--- config.mk ---
export PLATFORM = sky130hd
export DESIGN_NAME = ipc_regs
export DESIGN_NICKNAME = d
export VERILOG_FILES = /design/src/ipc_pkg.sv /design/src/ipc_pend_bit.sv /design/src/ipc_regs.sv
export SDC_FILE = /design/constraint.sdc
export NUM_CORES = 1
export LEC_CHECK = 0
export CELL_PAD_IN_SITES_DETAIL_PLACEMENT = 0
export CELL_PAD_IN_SITES_GLOBAL_PLACEMENT = 2
export CORE_AREA = 2 2 110 192
export CTS_CLUSTER_DIAMETER = 120
export DETAILED_ROUTE_END_ITERATION = 8
export DIE_AREA = 0 0 112 194
export DONT_BUFFER_PORTS = 1
export PLACE_DENSITY_LB_ADDON = 0.05
export REMOVE_ABC_BUFFERS = 1
export SYNTH_ARGS = -nofsm -noshare
export SYNTH_HDL_FRONTEND = slang
export SYNTH_SLANG_ARGS = --single-unit
--- constraint.sdc ---
create_clock -name sys_clk_i -period 4.1 [get_ports sys_clk_i]
set_input_delay 0.82 -clock sys_clk_i [delete_from_list [all_inputs] [get_ports sys_clk_i]]
set_output_delay 0.82 -clock sys_clk_i [all_outputs]
set_load 0.01 [all_outputs]
--- src/ipc_pkg.sv ---
package ipc_pkg;
  localparam int unsigned IRQ_NUM = 60;
  localparam int unsigned ADDR_W = 4;
  localparam logic [ADDR_W-1:0] CLR0_OFFSET = 4'h0;
  localparam logic [ADDR_W-1:0] CLR1_OFFSET = 4'h4;
  localparam logic [ADDR_W-1:0] SET0_OFFSET = 4'h8;
  localparam logic [ADDR_W-1:0] SET1_OFFSET = 4'hC;
  // Implemented interrupt lines, as bits 0..59 across the two words
  localparam logic [31:0] MAP0 = 32'h7FFF_00FF;
  localparam logic [31:0] MAP1 = 32'h0FFF_FFEF;
  localparam logic [63:0] IRQ_MAP = {MAP1, MAP0};
  localparam logic [1:0] RESP_OKAY = 2'b00;
  localparam logic [1:0] RESP_SLVERR = 2'b10;
  localparam logic [31:0] DATA_ZERO = 32'h0000_0000;
endpackage : ipc_pkg

--- src/ipc_pend_bit.sv ---
module ipc_pend_bit
  import ipc_pkg::*;
(
  input wire logic sys_clk_i,
  input wire logic sys_rst_i,
  input wire logic src_set_i,
  input wire logic sw_set_i,
  input wire logic sw_clr_i,
  input wire logic active_i,
  output logic pend_o
);
  logic pend_q;
  logic pend_d;

  // Set wins over a clear in the same cycle so no event is lost
  always_comb begin
    pend_d = pend_q;
    if (sw_clr_i && !active_i) begin
      pend_d = 1'b0;
    end
    if (src_set_i || sw_set_i) begin
      pend_d = 1'b1;
    end
  end

  // Reset value is undefined in hardware; zero chosen for determinism
  always_ff @(posedge sys_clk_i or posedge sys_rst_i) begin
    if (sys_rst_i) begin
      pend_q <= 1'b0;
    end else begin
      pend_q <= pend_d;
    end
  end

  assign pend_o = pend_q;
endmodule : ipc_pend_bit

--- src/ipc_regs.sv ---
// Contract
// - Writing one clears the interrupt's pending state
// - Clear ignored while interrupt is being serviced
// - Writing zero leaves pending state unchanged
// - Read returns live pending state per bit
// - Word1 bits 27..5 map to irq 59..37
// - Word1 bits 3..0 map to irq 35..32
// - Same pending state seen by set registers
//
// Decided for this implementation: register access over AXI4-Lite and the register addresses.
module ipc_regs
  import ipc_pkg::*;
(
  input wire logic sys_clk_i,
  input wire logic sys_rst_i,
  input wire logic [63:0] irq_src_i,
  input wire logic [63:0] irq_active_i,
  output logic [63:0] irq_pending_o,
  input wire logic [ADDR_W-1:0] s_axi_awaddr,
  input wire logic s_axi_awvalid,
  output logic s_axi_awready,
  input wire logic [31:0] s_axi_wdata,
  input wire logic [3:0] s_axi_wstrb,
  input wire logic s_axi_wvalid,
  output logic s_axi_wready,
  output logic [1:0] s_axi_bresp,
  output logic s_axi_bvalid,
  input wire logic s_axi_bready,
  input wire logic [ADDR_W-1:0] s_axi_araddr,
  input wire logic s_axi_arvalid,
  output logic s_axi_arready,
  output logic [31:0] s_axi_rdata,
  output logic [1:0] s_axi_rresp,
  output logic s_axi_rvalid,
  input wire logic s_axi_rready
);
  logic aw_got_q, aw_got_d, w_got_q, w_got_d;
  logic [ADDR_W-1:0] awaddr_q, awaddr_d;
  logic [31:0] wdata_q, wdata_d;
  logic [3:0] wstrb_q, wstrb_d;
  logic bvalid_q, bvalid_d;
  logic [1:0] bresp_q, bresp_d;
  logic rvalid_q, rvalid_d;
  logic [1:0] rresp_q, rresp_d;
  logic [31:0] rdata_q, rdata_d;
  logic wr_fire;
  logic [31:0] wmask;
  logic [63:0] sw_clr, sw_set, pend;
  logic [31:0] pend_w0, pend_w1;

  assign s_axi_awready = !aw_got_q && !bvalid_q;
  assign s_axi_wready = !w_got_q && !bvalid_q;
  assign s_axi_arready = !rvalid_q;
  assign wr_fire = aw_got_q && w_got_q && !bvalid_q;

  always_comb begin
    for (int b = 0; b < 4; b++) begin
      wmask[b*8 +: 8] = {8{wstrb_q[b]}};
    end
  end

  // Only a written one on a mapped line acts; zeros and gaps do nothing
  always_comb begin
    sw_clr = '0;
    sw_set = '0;
    if (wr_fire) begin
      unique case (awaddr_q)
        CLR0_OFFSET: sw_clr[31:0] = wdata_q & wmask & MAP0;
        CLR1_OFFSET: sw_clr[63:32] = wdata_q & wmask & MAP1;
        SET0_OFFSET: sw_set[31:0] = wdata_q & wmask & MAP0;
        SET1_OFFSET: sw_set[63:32] = wdata_q & wmask & MAP1;
        default: ;
      endcase
    end
  end

  genvar g;
  generate
    for (g = 0; g < 64; g++) begin : g_bit
      if (IRQ_MAP[g]) begin : g_impl
        ipc_pend_bit u_bit (
          .sys_clk_i(sys_clk_i),
          .sys_rst_i(sys_rst_i),
          .src_set_i(irq_src_i[g]),
          .sw_set_i(sw_set[g]),
          .sw_clr_i(sw_clr[g]),
          .active_i(irq_active_i[g]),
          .pend_o(pend[g])
        );
      end else begin : g_gap
        assign pend[g] = 1'b0;
      end
    end
  endgenerate

  assign pend_w0 = pend[31:0];
  assign pend_w1 = pend[63:32];
  assign irq_pending_o = pend;

  always_comb begin
    aw_got_d = aw_got_q;
    w_got_d = w_got_q;
    awaddr_d = awaddr_q;
    wdata_d = wdata_q;
    wstrb_d = wstrb_q;
    bvalid_d = bvalid_q;
    bresp_d = bresp_q;
    if (s_axi_awvalid && s_axi_awready) begin
      aw_got_d = 1'b1;
      awaddr_d = s_axi_awaddr;
    end
    if (s_axi_wvalid && s_axi_wready) begin
      w_got_d = 1'b1;
      wdata_d = s_axi_wdata;
      wstrb_d = s_axi_wstrb;
    end
    if (wr_fire) begin
      aw_got_d = 1'b0;
      w_got_d = 1'b0;
      bvalid_d = 1'b1;
      bresp_d = (awaddr_q[1:0] == 2'b00) ? RESP_OKAY : RESP_SLVERR;
    end else if (bvalid_q && s_axi_bready) begin
      bvalid_d = 1'b0;
    end
  end

  // Clear and set words share one pending store
  always_comb begin
    rvalid_d = rvalid_q;
    rresp_d = rresp_q;
    rdata_d = rdata_q;
    if (s_axi_arvalid && s_axi_arready) begin
      rvalid_d = 1'b1;
      rresp_d = RESP_OKAY;
      unique case (s_axi_araddr)
        CLR0_OFFSET, SET0_OFFSET: rdata_d = pend_w0;
        CLR1_OFFSET, SET1_OFFSET: rdata_d = pend_w1;
        default: begin
          rdata_d = DATA_ZERO;
          rresp_d = RESP_SLVERR;
        end
      endcase
    end else if (rvalid_q && s_axi_rready) begin
      rvalid_d = 1'b0;
    end
  end

  always_ff @(posedge sys_clk_i or posedge sys_rst_i) begin
    if (sys_rst_i) begin
      aw_got_q <= 1'b0;
      w_got_q <= 1'b0;
      awaddr_q <= '0;
      wdata_q <= DATA_ZERO;
      wstrb_q <= 4'h0;
      bvalid_q <= 1'b0;
      bresp_q <= RESP_OKAY;
      rvalid_q <= 1'b0;
      rresp_q <= RESP_OKAY;
      rdata_q <= DATA_ZERO;
    end else begin
      aw_got_q <= aw_got_d;
      w_got_q <= w_got_d;
      awaddr_q <= awaddr_d;
      wdata_q <= wdata_d;
      wstrb_q <= wstrb_d;
      bvalid_q <= bvalid_d;
      bresp_q <= bresp_d;
      rvalid_q <= rvalid_d;
      rresp_q <= rresp_d;
      rdata_q <= rdata_d;
    end
  end

  assign s_axi_bvalid = bvalid_q;
  assign s_axi_bresp = bresp_q;
  assign s_axi_rvalid = rvalid_q;
  assign s_axi_rresp = rresp_q;
  assign s_axi_rdata = rdata_q;

  a_clear_takes: assert property (@(posedge sys_clk_i) disable iff (sys_rst_i)
    (sw_clr[5] && !irq_active_i[5] && !irq_src_i[5] && !sw_set[5]) |=> !pend[5])
    else $error("clear did not remove pending");
  a_clear_blocked: assert property (@(posedge sys_clk_i) disable iff (sys_rst_i)
    (sw_clr[4] && irq_active_i[4] && pend[4]) |=> pend[4])
    else $error("clear acted on serviced irq");
  a_zero_keeps: assert property (@(posedge sys_clk_i) disable iff (sys_rst_i)
    (!sw_clr[20] && pend[20]) |=> pend[20])
    else $error("pending lost without clear");
  a_read_live: assert property (@(posedge sys_clk_i) disable iff (sys_rst_i)
    (s_axi_arvalid && s_axi_arready && s_axi_araddr == CLR1_OFFSET) |=> (s_axi_rdata == $past(pend_w1)))
    else $error("read data not pending state");
  a_map_hi: assert property (@(posedge sys_clk_i) disable iff (sys_rst_i)
    (wr_fire && awaddr_q == CLR1_OFFSET && wdata_q[27] && wstrb_q[3]) |-> sw_clr[59])
    else $error("bit 27 not mapped to irq 59");
  a_map_lo: assert property (@(posedge sys_clk_i) disable iff (sys_rst_i)
    (wr_fire && awaddr_q == CLR1_OFFSET && wdata_q[0] && wstrb_q[0]) |-> sw_clr[32] && !sw_clr[36])
    else $error("bit 0 not mapped to irq 32");
  a_gap_zero: assert property (@(posedge sys_clk_i) disable iff (sys_rst_i)
    (pend[15:8] == 8'h00) && !pend[31] && !pend[36] && (pend[63:60] == 4'h0))
    else $error("unmapped line pending");
  a_shared_view: assert property (@(posedge sys_clk_i) disable iff (sys_rst_i)
    (s_axi_arvalid && s_axi_arready && s_axi_araddr == SET0_OFFSET) |=> (s_axi_rdata == $past(pend_w0)))
    else $error("set view differs from pending");

  // Bus-side views of the same rules except a_clear_hi, which checks sw_clr[59] directly, so a decode slip shows up at the register word
  a_clear_hi: assert property (@(posedge sys_clk_i) disable iff (sys_rst_i)
    (sw_clr[59] && !irq_active_i[59] && !irq_src_i[59] && !sw_set[59]) |=> !pend[59])
    else $error("clear did not remove pending on irq 59");
  a_serviced_kept: assert property (@(posedge sys_clk_i) disable iff (sys_rst_i)
    (wr_fire && awaddr_q == CLR0_OFFSET && wdata_q[4] && wstrb_q[0] && irq_active_i[4] && pend[4]) |=> pend[4])
    else $error("written clear removed a serviced irq");
  a_zero_no_clear: assert property (@(posedge sys_clk_i) disable iff (sys_rst_i)
    (wr_fire && awaddr_q == CLR1_OFFSET && !wdata_q[20] && pend[52]) |=> pend[52])
    else $error("written zero removed pending");
  a_read_word0: assert property (@(posedge sys_clk_i) disable iff (sys_rst_i)
    (s_axi_arvalid && s_axi_arready && s_axi_araddr == CLR0_OFFSET) |=> (s_axi_rdata == $past(pend_w0)))
    else $error("word0 read data not pending state");
  a_map_mid: assert property (@(posedge sys_clk_i) disable iff (sys_rst_i)
    (wr_fire && awaddr_q == CLR1_OFFSET && wdata_q[5] && wstrb_q[0]) |-> sw_clr[37])
    else $error("bit 5 not mapped to irq 37");
  a_word0_hi: assert property (@(posedge sys_clk_i) disable iff (sys_rst_i)
    (wr_fire && awaddr_q == CLR0_OFFSET && wdata_q[30] && wstrb_q[3]) |-> sw_clr[30] && !sw_clr[31])
    else $error("word0 bit 30 not mapped to irq 30");
  a_set_view_hi: assert property (@(posedge sys_clk_i) disable iff (sys_rst_i)
    (s_axi_arvalid && s_axi_arready && s_axi_araddr == SET1_OFFSET) |=> (s_axi_rdata == $past(pend_w1)))
    else $error("set view of word1 differs from pending");
endmodule : ipc_regs

==> results of run 1 <==
cell families after synthesis:
kind of cell | count (synthesis)
buffers and inverters | 100
flip-flops | 126
other | 1
AO/OA/AOI/OAI | 87
AND/OR/NAND/NOR | 106
multiplexers | 58
Yosys cell counts (2+ instances only):
library cell and n:
sky130_fd_sc_hd__nor2_1 7, sky130_fd_sc_hd__o21ai_0 20, sky130_fd_sc_hd__buf_4 67, sky130_fd_sc_hd__inv_1 5, sky130_fd_sc_hd__nand2_1 19, sky130_fd_sc_hd__and4b_1 4
sky130_fd_sc_hd__mux2i_1 19, sky130_fd_sc_hd__a21oi_1 3, sky130_fd_sc_hd__nand4b_1 50, sky130_fd_sc_hd__dfrtp_1 126, sky130_fd_sc_hd__mux2_2 39, sky130_fd_sc_hd__clkbuf_1 16
sky130_fd_sc_hd__a22o_1 12, sky130_fd_sc_hd__buf_6 2, sky130_fd_sc_hd__a221o_1 50, sky130_fd_sc_hd__and2_1 17, sky130_fd_sc_hd__buf_2 10
critical path, cell delays in order, from the launching register on:
cell and delay (ns):
sky130_fd_sc_hd__dfrtp_1 0.50, sky130_fd_sc_hd__nor4_4 0.77, sky130_fd_sc_hd__buf_4 0.39, sky130_fd_sc_hd__nand4b_1 0.13
sky130_fd_sc_hd__a221o_1 0.38
report_power, final:
group	internal, mW	switching, mW	total (mW)
clock	0.792	0.520	1.31
sequential	1.52	0.320	1.84
combinational	0.325	0.411	0.736
total	2.63	1.25	3.88
placed cells by master (no fill, tap or decap):
| cell type | Yosys | final |
|---|---|---|
| sky130_fd_sc_hd__and2_2 | 0 | 1 |
| sky130_fd_sc_hd__and2_1 | 17 | 16 |
| sky130_fd_sc_hd__inv_1 | 5 | 4 |
| sky130_fd_sc_hd__nand2_1 | 19 | 19 |
| sky130_fd_sc_hd__mux2i_1 | 19 | 19 |
| sky130_fd_sc_hd__o21bai_1 | 1 | 1 |
| sky130_fd_sc_hd__dfrtp_1 | 126 | 126 |
| sky130_fd_sc_hd__and4bb_2 | 1 | 1 |
| sky130_fd_sc_hd__clkbuf_1 | 16 | 8 |
| sky130_fd_sc_hd__clkbuf_8 | 0 | 2 |
| sky130_fd_sc_hd__buf_4 | 67 | 6 |
| sky130_fd_sc_hd__nor2_2 | 1 | 1 |
| sky130_fd_sc_hd__a21boi_0 | 1 | 1 |
| sky130_fd_sc_hd__inv_6 | 0 | 1 |
| sky130_fd_sc_hd__a22o_1 | 12 | 12 |
| sky130_fd_sc_hd__mux2_2 | 39 | 39 |
| sky130_fd_sc_hd__nand2b_2 | 0 | 1 |
| sky130_fd_sc_hd__clkinv_2 | 0 | 2 |
| sky130_fd_sc_hd__and3b_1 | 1 | 1 |
| sky130_fd_sc_hd__nor4b_4 | 1 | 2 |
| sky130_fd_sc_hd__nand4b_1 | 50 | 50 |
| sky130_fd_sc_hd__a21oi_1 | 3 | 3 |
| sky130_fd_sc_hd__clkbuf_16 | 0 | 17 |
| sky130_fd_sc_hd__nor2_1 | 7 | 7 |
| sky130_fd_sc_hd__diode_2 | 0 | 1 |
| sky130_fd_sc_hd__a221o_1 | 50 | 50 |
| sky130_fd_sc_hd__o21ai_0 | 20 | 20 |
| sky130_fd_sc_hd__nor4_4 | 1 | 1 |
| sky130_fd_sc_hd__conb_1 | 1 | 17 |
| sky130_fd_sc_hd__or4b_2 | 1 | 1 |
| sky130_fd_sc_hd__and2_0 | 1 | 1 |
| sky130_fd_sc_hd__and4b_1 | 4 | 4 |
state kept, by name, indices dropped and copies added, names as in the netlist:
signal / cells
s_axi_rresp: 1
s_axi_bvalid: 1
awaddr_q: 4
g_bit.g_impl.u_bit.pend_o: 50
s_axi_rvalid: 1
w_got_q: 1
wstrb_q: 4
s_axi_rdata: 31
wdata_q: 31
s_axi_bresp: 1
aw_got_q: 1
metrics by stage:
stage / cell area, um^2 / power [mW] / hold slack (ns) / setup WS, ns
floorplan: 5393 / 2.299 / 0.4733 / -0.07594
global placement: 5766 / 2.595 / 0.4864 / 1.722
detailed placement: 5766 / 2.624 / 0.4898 / 1.699
CTS: 6259 / 3.959 / 0.4532 / 1.735
global route: 6261 / 4.111 / 0.4656 / 1.662
finish: 6261 / 3.884 / 0.4265 / 1.791
layout make-up:
type                    count  share of cell area, %
diodes                      1                0.03997
well taps                 248                  4.956
flip-flops and latches    126                  50.36
clock inverters             2                 0.1599
multi-input cells         268                  35.67
clock buffers              27                  7.714
repair buffers              6                 0.7194
inverters                   5                 0.3797
routing by layer:
| layer | GRT usage (%) | share of wire (%) | up-vias |
|---|---|---|---|
| li1 | - | - | 1615 |
| met2 | 31.31 | 55 | 175 |
| met4 | 6.188 | 1.9 | 0 |
| met1 | 18.16 | 35 | 1945 |
| met5 | 0 | 0 | - |
| met3 | 6.627 | 7.9 | 22 |
path summary, 6_finish.rpt:
path	end	cells past startpoint	slack, ns
min in group sys_clk_i	s_axi_bvalid$_DFFE_PP0P_	1	0.48
worst max register to register	g_bit[28].g_impl.u_bit.pend_o$_DFFE_PP0P_	4	1.79
worst min-delay path	g_bit[6].g_impl.u_bit.pend_o$_DFFE_PP0P_	1	0.43
worst min register to register	wstrb_q[1]$_DFFE_PP0P_	1	0.50
worst max-delay path	g_bit[28].g_impl.u_bit.pend_o$_DFFE_PP0P_	4	1.79
max in group asynchronous	wdata_q[0]$_DFFE_PP0P_	2	2.83
==> impl.org, run 1 <==
** Timing
- Slew margin rel. :: 25.44%
- In the finished design, the share of the clock period the worst path needs comes to 56.33%.
- Unrepaired setup endpoints after global routing :: no
- Post-layout min period :: approximately 2.3 ns
- Final hold viol count :: 0
- FMAX :: between 0.4 and 0.5 GHz
- Transition time at the pin with the least slew margin :: 1.118 ns
- On the final layout, the worst clock skew is roughly 0.0074 ns.
- Adding up every negative setup slack in the final design gives 0 ns.
- Final number of max-transition violations :: 0
- Final-report setup violation count :: 0

** Final layout
- Nets :: 603
- Of the cells placed in the final design, the portion with a size suffix greater than 1 is roughly 17%.
- Layout filler cell count :: approximately 2.1k
- Total area of multi-input combinational cells :: 0.002233 mm^2
- Cells fill a little under a third of the core in the end.
- Flip-flop and latch area :: approximately 0.0032 mm^2
- Final Non-Filler Cells :: 683
- The area growth from synthesis to layout is 4.906%.

** Worst setup path
- Worst Path Max Fanout :: 15
- Kind of end point of the critical path :: register
- The worst setup path is launched from a register.
- The startpoint identified for the worst register-to-register timing path is awaddr_q[0]$_DFFE_PP0P_.
- STA puts the critical path data arrival time at 2.61 ns.
- Tracing the worst setup path back leads to its startpoint at awaddr_q[0]$_DFFE_PP0P_.
- Data on the critical path is required at its endpoint by roughly 4.4 ns.
- The critical path in this run is classified as reg -> reg.

** Route
- The first TritonRoute pass finished after 5 iterations.
- For this run, design rule violations remaining after detail routing come to 0.
- Number of nets with antenna violations after routing :: 0
- The routed design has roughly 18 mm of wire.
- Mean number of vias per cell :: 5.501
- For this block, the initial DRC count from the detailed router was about 220.
- Dividing the detail-routed wire length by the instance count gives approximately 27 um.
- The final route contains ~3.8k vias.

** Global route
- Global routing finished with a remaining overflow of 0.
- The first global-routing pass estimated between 20 and 30 mm of wire.
- The initial antenna violation count is 1.
- GRT Total Usage :: between 10% and 20%
- Number of global-route vias before repair :: between 4k and 5k
- Maximum number of pins on one net before global-route repair :: 86

** Yosys
- The synthesized netlist devotes around an eighth of its cell area to simple gates.
- After synthesis the netlist holds a flip-flop and latch count of between 100 and 150.
- Counting distinct cell types in the post-synthesis netlist gives 29.
- Synth Area in Compound Gates :: around 12%
- EDFF count, synth :: 0
- The top cell type by area accounts for between 50% and 60% of the synthesized area.
- Sequential share of the synthesized area :: roughly 53%
- Of the total synthesized cell area, the portion taken by XOR and XNOR cells is 0%.
- Adder-cell share of the synthesized area :: 0%
- Each instance of the synthesized netlist takes up on average approximately 12 um^2.
- In the synthesized netlist, the number of instances is ~480.
- FFs w/ async S/R, synth :: 100.0%
- Summing every instance area after synthesis gives approximately 0.0060 mm^2.
- After synthesis, the cell types taking the most area are sky130_fd_sc_hd__dfrtp_1 53%, sky130_fd_sc_hd__buf_4 8.4%, sky130_fd_sc_hd__a221o_1 8.4%, sky130_fd_sc_hd__mux2_2 7.4%, sky130_fd_sc_hd__nand4b_1 7.3%.
- By area, the combinational part of the netlist is dominated by simple AND/OR/NAND/NOR gates.
- Post-synthesis mux area share :: 10.55%
- The synthesized design spends more area on one cell type than any other, namely sky130_fd_sc_hd__dfrtp_1.
- YS warnings :: 0
- Most used DFF post-synth :: sky130_fd_sc_hd__dfrtp_1

** Clock tree
- Once the clock tree was built, the resizer swapped 0 gates to a different size.
- CTS saw ~130 sinks.
- Clock-pin slew was measured on the worst setup and hold paths at 0.05 ns.
- CTS buffer count :: 17
- In this run the post-CTS setup repair buffer count came out at 0.
- Clock tree from TritonCTS :: yes
- After clock tree synthesis, the flow added hold-fix buffers numbering 0.
- CTS placed an instance of sky130_fd_sc_hd__clkbuf_16 at the clock tree root.
- Latest clock arrival within the worst-skew pair :: ~0.42 ns
- H-tree depth :: 4
- The clock passes through at most 2 buffers.

** Placed design
- Including well taps, the total number of placed cells is roughly 650.
- HPWL after DPL :: around 13 mm
- Routability cong. :: roughly 0.79
- Count of input and output buffers :: 0

** Floorplanning
- In this run the count of I/O pins placed on the die edge is roughly 280.
- The floorplan step set the die height to 194 um.
- For this configuration, the core starts out at a cell density of 29.54%.
- The die covers around 0.022 mm^2.
- Core area :: ~0.02 mm^2
- Count of standard-cell rows :: roughly 70
- The die is approximately 110 um wide.

** Power
- Leakage power :: ~2.4 nW
- The worst-case IR drop observed on VDD is 323.8 uV.
- In this run the power density over the cells is slightly above 600 mW/mm^2.

** Run status
- Result of the run :: finished clean

** Worst hold path
- The path class of the tightest hold or removal check is in -> async.

** Job
- Max-cap violation count :: 0
(Power assumes the default switching activity.)
==> inputs of run 2 (changes only) <==
Clock period 4.1 ns to 1.9 ns, I/O delays scaled along.
==> run 2 against run 1 <==
Effect of this change:
- utilization is 1.8 points higher
- critical path depth stayed put
- clock skew is 0.0014 ns lower
- sequential share of layout area is 2.8 points lower
- setup slack worse by 1.7 ns
- flip-flop and latch count stayed put
- sequential power is 110% higher
- global-route usage hardly changed
- combinational power grew to 2.6 times the previous value
==> impl.org, run 2 (synthesis results as in run 1) <==
** Run status
- Result of the run: finished clean (unchanged).

** Route
- The number of DRC markers in iteration 0 came to 218 (was 222).
- The total detailed-routing wirelength was 18.63 mm (was 18.41 mm).
- Number of nets with antenna violations after routing :: 0 (unchanged)
- The via count was 3,859 (was 3,757).
- Wire length per cell :: 26.43 um (was 26.95 um)
- The detailed-route DRC error count was 0 (unchanged).
- The number of iterations in the first detailed-routing pass was 4 (was 5).
- The average via count per standard cell came to 5.474 (was 5.501).

** Timing
- Slew margin rel. :: 60.58% (was 25.44%)
- The count of endpoints failing hold in the final timing report is 0 (unchanged).
- Period utilization :: 93.01% (was 56.33%)
- Unrepaired setup endpoints after global routing :: no (unchanged)
- Transition time at the pin with the least slew margin :: 0.5908 ns (was 1.118 ns)
- Post-layout min period :: 1.767 ns (was 2.309 ns)
- Final-report setup violation count :: 0 (unchanged)
- The final setup skew is 0.005953 ns (was 0.007395 ns).
- Final number of max-transition violations :: 0 (unchanged)
- The worst hold slack is 0.04979 ns (was 0.4265 ns).
- The fmax was 0.5658 GHz (was 0.4330 GHz).

** Worst setup path
- Reg-to-Reg End :: g_bit[5].g_impl.u_bit.pend_o$_DFFE_PP0P_ (was g_bit[28].g_impl.u_bit.pend_o$_DFFE_PP0P_)
- Reg2reg start :: awaddr_q[0]$_DFFE_PP0P_ (unchanged)
- Worst setup path category :: reg -> reg (unchanged)
- The launching element type of the critical path is a register (unchanged).
- Worst path required time :: 2.25 ns (was 4.40 ns)
- Worst Path Max Fanout :: 8 (was 15)
- The number of cells traversed by the worst register-to-register path was 4 (unchanged).
- The slack of the worst reg-to-reg path is 0.13 ns (was 1.79 ns).
- Arrival time at the worst endpoint :: 2.12 ns (was 2.61 ns)
- The category of the worst setup path capture point is a register (unchanged).

** Clock tree
- Number of buffers added to fix hold violations after cts :: 1 (was 0)
- The maximum level of the CTS H-tree is 4 (unchanged).
- The source-to-sink clock delay at the later pin of the worst-skew pair was 0.42 ns (about the same).
- The total of cells resized after clock tree synthesis was 0 (unchanged).
- Bufs on Longest Clock Path :: 2 (unchanged)
- The clock tree from TritonCTS was yes (unchanged).
- The total clock buffers created by CTS was 17 (unchanged).
- The clock tree root driver cell was sky130_fd_sc_hd__clkbuf_16 (unchanged).
- Number of setup buffers added after CTS :: 0 (unchanged)
- Clock slew at reported path FFs :: 0.05 ns (about the same)
- Num Clock Sinks :: 126 (unchanged)

** Floorplanning
- The row count was 69 (unchanged).
- Top-level port count :: 284 (unchanged)
- The vertical die dimension came to 194 um (unchanged).
- The die area came to 0.02173 mm^2 (unchanged).
- Die outline width :: 112 um (unchanged)
- Core area :: 0.02020 mm^2 (unchanged)
- The effective utilization at floorplan is 29.54% (unchanged).

** Power
- The total power per unit cell area came to 1381 mW/mm^2 (was 620.3 mW/mm^2).
- Final total power :: 9.149 mW (was 3.884 mW)
- Peak ir drop on the vdd network :: 646.3 uV (was 323.8 uV)
- Leakage power :: 2.561 nW (was 2.363 nW)

** Final layout
- The total non-filler cell area in the finished layout is 0.006626 mm^2 (was 0.006261 mm^2).
- Layout filler cell count :: 2,091 (was 2,093)
- Antenna cell count :: 0 (was 1)
- Flip-flop count of the largest register after layout :: 50 (unchanged)
- The fraction of final layout cells sized beyond drive strength 1 was 22.76% (was 17.28%).
- Final Non-Filler Cells :: 705 (was 683)
- Commonest cells after routing, fill and taps aside: 126 x sky130_fd_sc_hd__dfrtp_1, 50 x sky130_fd_sc_hd__nand4b_1, 50 x sky130_fd_sc_hd__a221o_1 (unchanged).
- The commonest non-fill, non-tap cell in the layout is sky130_fd_sc_hd__dfrtp_1 (unchanged).
- The area added between synthesis and finish was 11.03% (was 4.906%).
- Nets :: 626 (was 603)

** Worst hold path
- Type of the tightest min-delay check :: in -> reg (was in -> async)
- Along the worst hold path, the cell count comes to 1.
- Hold Crit Start :: s_axi_bready
- The path with the worst hold slack has its endpoint at s_axi_bvalid$_DFFE_PP0P_.

** Global route
- Antenna violations before repair :: 0 (was 1)
- The first-pass GRT wire length is 28.02 mm (was 27.75 mm).
- The total global routing track utilization came to 17.38% (was 17.33%).
- Maximum number of pins on one net before global-route repair :: 43 (was 86)
- Number of global-route vias before repair :: 4,244 (was 4,173)
- The global-route congestion overflow total was 0 (unchanged).

** Placed design
- The weighted congestion reported at the end of routability-driven placement is 0.7644 (was 0.7939).
- Count of input and output buffers :: 0 (unchanged)
- HPWL after DPL :: 13.57 mm (was 12.71 mm)
- The number of placed instances with taps included was 675 (was 653).
- The area after detailed placement came to 0.006031 mm^2 (was 0.005766 mm^2).

** Job
- Max-cap violation count :: 0 (unchanged)
==> run 2: worst max-delay path by stage <==
| stage | to | from | cells past startpoint |
|---|---|---|---|
| 6_report | g_bit[5].g_impl.u_bit.pend_o$_DFFE_PP0P_ | awaddr_q[0]$_DFFE_PP0P_ | 4 |
| 2_1_floorplan | aw_got_q$_DFFE_PP0P_ | sys_rst_i | 1 |
| 5_1_grt | g_bit[28].g_impl.u_bit.pend_o$_DFFE_PP0P_ | aw_got_q$_DFFE_PP0P_ | 3 |
| 3_5_place_dp | g_bit[1].g_impl.u_bit.pend_o$_DFFE_PP0P_ | awaddr_q[0]$_DFFE_PP0P_ | 4 |
| 4_1_cts | g_bit[1].g_impl.u_bit.pend_o$_DFFE_PP0P_ | awaddr_q[0]$_DFFE_PP0P_ | 4 |
| 3_3_place_gp | g_bit[0].g_impl.u_bit.pend_o$_DFFE_PP0P_ | awaddr_q[0]$_DFFE_PP0P_ | 4 |
==> run 2: power by group <==
part | internal (mW) | total, mW | switching (mW)
Combinational | 0.943 | 1.94 | 0.993
Sequential | 3.27 | 3.92 | 0.642
Clock | 2.13 | 3.30 | 1.16
Total | 6.35 | 9.15 | 2.80
==> run 2: metrics by stage <==
| stage | worst slack [ns] | util, % | setup TNS (ns) |
|---|---|---|---|
| floorplan | -1.836 | - | -239.17 |
| global placement | 0.1146 | 29.85 | 0 |
| detailed placement | 0.1193 | 29.85 | 0 |
| CTS | 0.1068 | 32.80 | 0 |
| global route | 0.03327 | 32.80 | 0 |
| finish | 0.1327 | 32.80 | 0 |
==> run 2: routing by layer <==
layer	vias up	track usage, %	share of wire [%]
met1	1984	18.38	36
met3	23	6.252	7.6
met2	186	31.56	55
met4	0	6.052	1.7
met5	-	0	0
li1	1666	-	-
==> run 2: critical path: stages, from the launching register on <==
cell	delay, ns
sky130_fd_sc_hd__dfrtp_1	0.45
sky130_fd_sc_hd__buf_4	0.18
sky130_fd_sc_hd__nor4b_4	0.33
sky130_fd_sc_hd__and2_1	0.50
sky130_fd_sc_hd__a221o_1	0.24
==> run 2: layout make-up <==
class	instances	area, um^2	area share, %
clock buffers	21	470.5	7.100
clock inverters	8	115.1	1.737
inverters	5	23.77	0.3588
multi-input cells	268	2233	33.70
flip-flops and latches	126	3153	47.58
well taps	248	310.3	4.683
repair buffers	29	320.3	4.834
==> inputs of run 3 (changes only) <==
--- a/config.mk
+++ b/config.mk
@@ -7,2 +7,3 @@
 export LEC_CHECK = 0
+export ABC_AREA = 0
 export CELL_PAD_IN_SITES_DETAIL_PLACEMENT = 0
--- a/constraint.sdc
+++ b/constraint.sdc
@@ -3,2 +3,2 @@
 set_output_delay 0.38 -clock sys_clk_i [all_outputs]
-set_load 0.01 [all_outputs]
+set_load 0.02 [all_outputs]
==> run 3 against run 2 <==
Effect of this change:
- flip-flop and latch count did not move
- die area stayed put
- hold slack worse by 0.0058 ns
- register-to-register slack gained 0.02 ns
- combinational power is 3% higher
- power fell by 2.6%
- sequential power grew 3%
- critical path depth is the same
- clock skew barely moved
- first-iteration DRC count increased by 14%
- largest power group unchanged
- cell area decreased by 0.79%
==> impl.org, run 3 (synthesis results as in run 1) <==
** Final layout
- The fill cell instance count of the final layout came to 2,054 (was 2,091).
- Flip-flop count of the largest register after layout :: 50 (unchanged)
- The fraction of final layout cells sized beyond drive strength 1 is 22.10% (was 22.76%).
- The area taken by flip-flops and latches came to 0.003153 mm^2 (unchanged).
- Antenna cell count :: 0 (unchanged)
- Commonest cells after routing, fill and taps aside: 126 x sky130_fd_sc_hd__dfrtp_1, 50 x sky130_fd_sc_hd__nand4b_1, 50 x sky130_fd_sc_hd__a221o_1 (unchanged).
- Leading cell type in the layout, fill and taps excluded :: sky130_fd_sc_hd__dfrtp_1 (unchanged)
- The number of nets in the layout was 628 (was 626).
- Area growth syn-to-layout :: 10.15% (was 11.03%)
- Total area of multi-input combinational cells :: 0.002233 mm^2 (unchanged)

** Worst setup path
- Reg-to-Reg End :: g_bit[3].g_impl.u_bit.pend_o$_DFFE_PP0P_ (was g_bit[5].g_impl.u_bit.pend_o$_DFFE_PP0P_)
- The number of cells traversed by the worst register-to-register path was 4 (unchanged).
- The category of the worst setup path capture point was a register (unchanged).
- The startpoint of the worst-slack reg-to-reg timing path is awaddr_q[0]$_DFFE_PP0P_ (unchanged).
- The data required time of the critical path was 2.25 ns (about the same).
- Arrival time at the worst endpoint :: 2.10 ns (was 2.12 ns)
- Worst setup path category :: reg -> reg (unchanged)
- The peak fanout along the critical path is 8 (unchanged).
- Kind of launch point of the worst setup path :: register (unchanged)
- The slack of the worst reg-to-reg path is 0.15 ns (was 0.13 ns).

** Clock tree
- The buffers inserted during post-CTS setup optimization was 0 (unchanged).
- Clock tree from TritonCTS :: yes (unchanged)
- CTS buffer count :: 17 (unchanged)
- The maximum level of the CTS H-tree is 4 (unchanged).
- The TritonCTS sink count is 126 (unchanged).
- Bufs on Longest Clock Path :: 2 (unchanged)
- Clock slew at reported path FFs :: 0.05 ns (about the same)
- Latest clock arrival within the worst-skew pair :: 0.42 ns (about the same)
- Buffer cell driving the clock tree root :: sky130_fd_sc_hd__clkbuf_16 (unchanged)

** Placed design
- The post-placement worst setup slack is 0.1023 ns (was 0.1193 ns).
- Routability cong. :: 0.7775 (was 0.7644)
- The HPWL after detailed placement was 13.67 mm (was 13.57 mm).
- Count of input and output buffers :: 0 (unchanged)

** Timing
- The final-report max-slew violation count was 0 (unchanged).
- The final critical delay including setup and external delays came to 1.750 ns (was 1.767 ns).
- FMAX :: 0.5713 GHz (was 0.5658 GHz)
- The count of endpoints failing hold in the final timing report was 0 (unchanged).
- Unrepaired setup endpoints after global routing: no (unchanged).
- The number of failing setup endpoints in the final timing report is 0 (unchanged).
- Final worst setup slack :: 0.1498 ns (was 0.1327 ns)
- Largest clock skew in the final design :: 0.005671 ns (was 0.005953 ns)
- Period utilization :: 92.12% (was 93.01%)
- Setup TNS :: 0 ns (unchanged)
- The worst hold slack was 0.04398 ns (was 0.04979 ns).

** Power
- The leakage power figure was 2.531 nW (was 2.561 nW).
- Areal power density over the cells :: 1355 mW/mm^2 (was 1381 mW/mm^2)
- The worst vdd rail ir drop is 617.0 uV (was 646.3 uV).
- Final total power :: 8.908 mW (was 9.149 mW)

** Route
- DRC Markers :: 0 (unchanged)
- The total detailed-routing wirelength is 18.77 mm (was 18.63 mm).
- The number of DRC markers in iteration 0 was 249 (was 218).
- Wire length per cell :: 26.63 um (was 26.43 um)
- The via count came to 3,788 (was 3,859).
- The average via count per standard cell came to 5.373 (was 5.474).
- The number of nets still failing antenna checks after routing came to 0 (unchanged).
- The number of iterations in the first detailed-routing pass was 6 (was 4).

** Worst hold path
- The startpoint of the worst hold path is s_axi_bready (unchanged).
- The class of the worst hold path was in -> reg (unchanged).
- Sink of the worst hold path :: s_axi_bvalid$_DFFE_PP0P_ (unchanged)
- The number of stages on the worst hold path came to 1 (unchanged).

** Floorplanning
- Die ar. :: 0.02173 mm^2 (unchanged)
- The width of the die was 112 um (unchanged).
- The row count was 69 (unchanged).
- Top-level port count :: 284 (unchanged)
- Die height :: 194 um (unchanged)
- Initial cell density of the core :: 29.54% (unchanged)
- Core area :: 0.02020 mm^2 (unchanged)

** Run status
- Result of the run :: finished clean (unchanged)

** Global route
- The total global routing track utilization is 17.63% (was 17.38%).
- Maximum number of pins on one net before global-route repair :: 43 (unchanged)
- The via count of the first global-routing pass was 4,319 (was 4,244).
- Antenna violations before repair :: 0 (unchanged)
- Wire length of the first global-routing pass :: 28.17 mm (was 28.02 mm)
- The global-route congestion overflow total was 0 (unchanged).

** Job
- Max-cap violation count :: 0 (unchanged)
-- run 3: changes by cell type in the layout (fill, tap and decap cells not counted) --
cell	previous run	this run
sky130_fd_sc_hd__bufinv_16	3	0
sky130_fd_sc_hd__clkbuf_1	1	4
sky130_fd_sc_hd__clkinv_2	5	2
sky130_fd_sc_hd__buf_12	8	9
sky130_fd_sc_hd__buf_4	20	21
sky130_fd_sc_hd__clkbuf_8	3	4
-- run 3: where the power goes --
part	internal, mW	leakage [nW]	total, mW	switching (mW)
sequential	3.27	1.38	4.02	0.746
clock	1.76	0.251	2.89	1.13
combinational	0.966	0.904	1.99	1.03
-- run 3: metal layers --
metal  GRT usage, %  vias up  part of all wire [%]
li1               -     1666                     -
met1          18.03     1940                    35
met2          32.14      161                    55
met3          6.815       21                   7.9
met4          6.594        0                   2.0
met5              0        -                     0
-- run 3: what timing repair did --
item / in CTS / in global routing
hold buffers: 1 / 0
endpoints found under the hold margin: 38 / 0
gates resized for setup: 0 / 0
-- run 3: critical path: stages (launching register included) --
cell,delay [ns]
sky130_fd_sc_hd__dfrtp_1,0.45
sky130_fd_sc_hd__buf_4,0.18
sky130_fd_sc_hd__nor4b_4,0.34
sky130_fd_sc_hd__and2_1,0.47
sky130_fd_sc_hd__a221o_1,0.24
-- run 3: metrics by stage --
stage	std cells	utilization (%)	instance area, um^2
floorplan	399	-	5393
CTS	705	32.54	6574
global route	705	32.54	6574
global placement	677	29.99	6058
finish	705	32.54	6574
detailed placement	677	29.99	6058
-- run 3: worst max-delay path by stage --
stage	to	slack, ns	cells after the start	from
floorplan	aw_got_q$_DFFE_PP0P_	-1.84	1	sys_rst_i
global placement	g_bit[0].g_impl.u_bit.pend_o$_DFFE_PP0P_	0.12	4	awaddr_q[0]$_DFFE_PP0P_
detailed placement	s_axi_rdata[28]$_DFFE_PP0P_	0.10	3	s_axi_rvalid$_DFFE_PP0P_
CTS	g_bit[3].g_impl.u_bit.pend_o$_DFFE_PP0P_	0.1	4	awaddr_q[0]$_DFFE_PP0P_
global route	g_bit[0].g_impl.u_bit.pend_o$_DFFE_PP0P_	0.04	4	awaddr_q[0]$_DFFE_PP0P_
finish	g_bit[3].g_impl.u_bit.pend_o$_DFFE_PP0P_	0.15	4	awaddr_q[0]$_DFFE_PP0P_
-- run 3: final cells by class --
class                      count  share of cell area [%]
clock inverter                 2                  0.1523
sequential                   126                   47.96
timing repair buffer          31                   5.291
inverter                       5                  0.3616
tap                          248                   4.720
clock buffer                  25                   7.537
multi-input combinational    268                   33.97
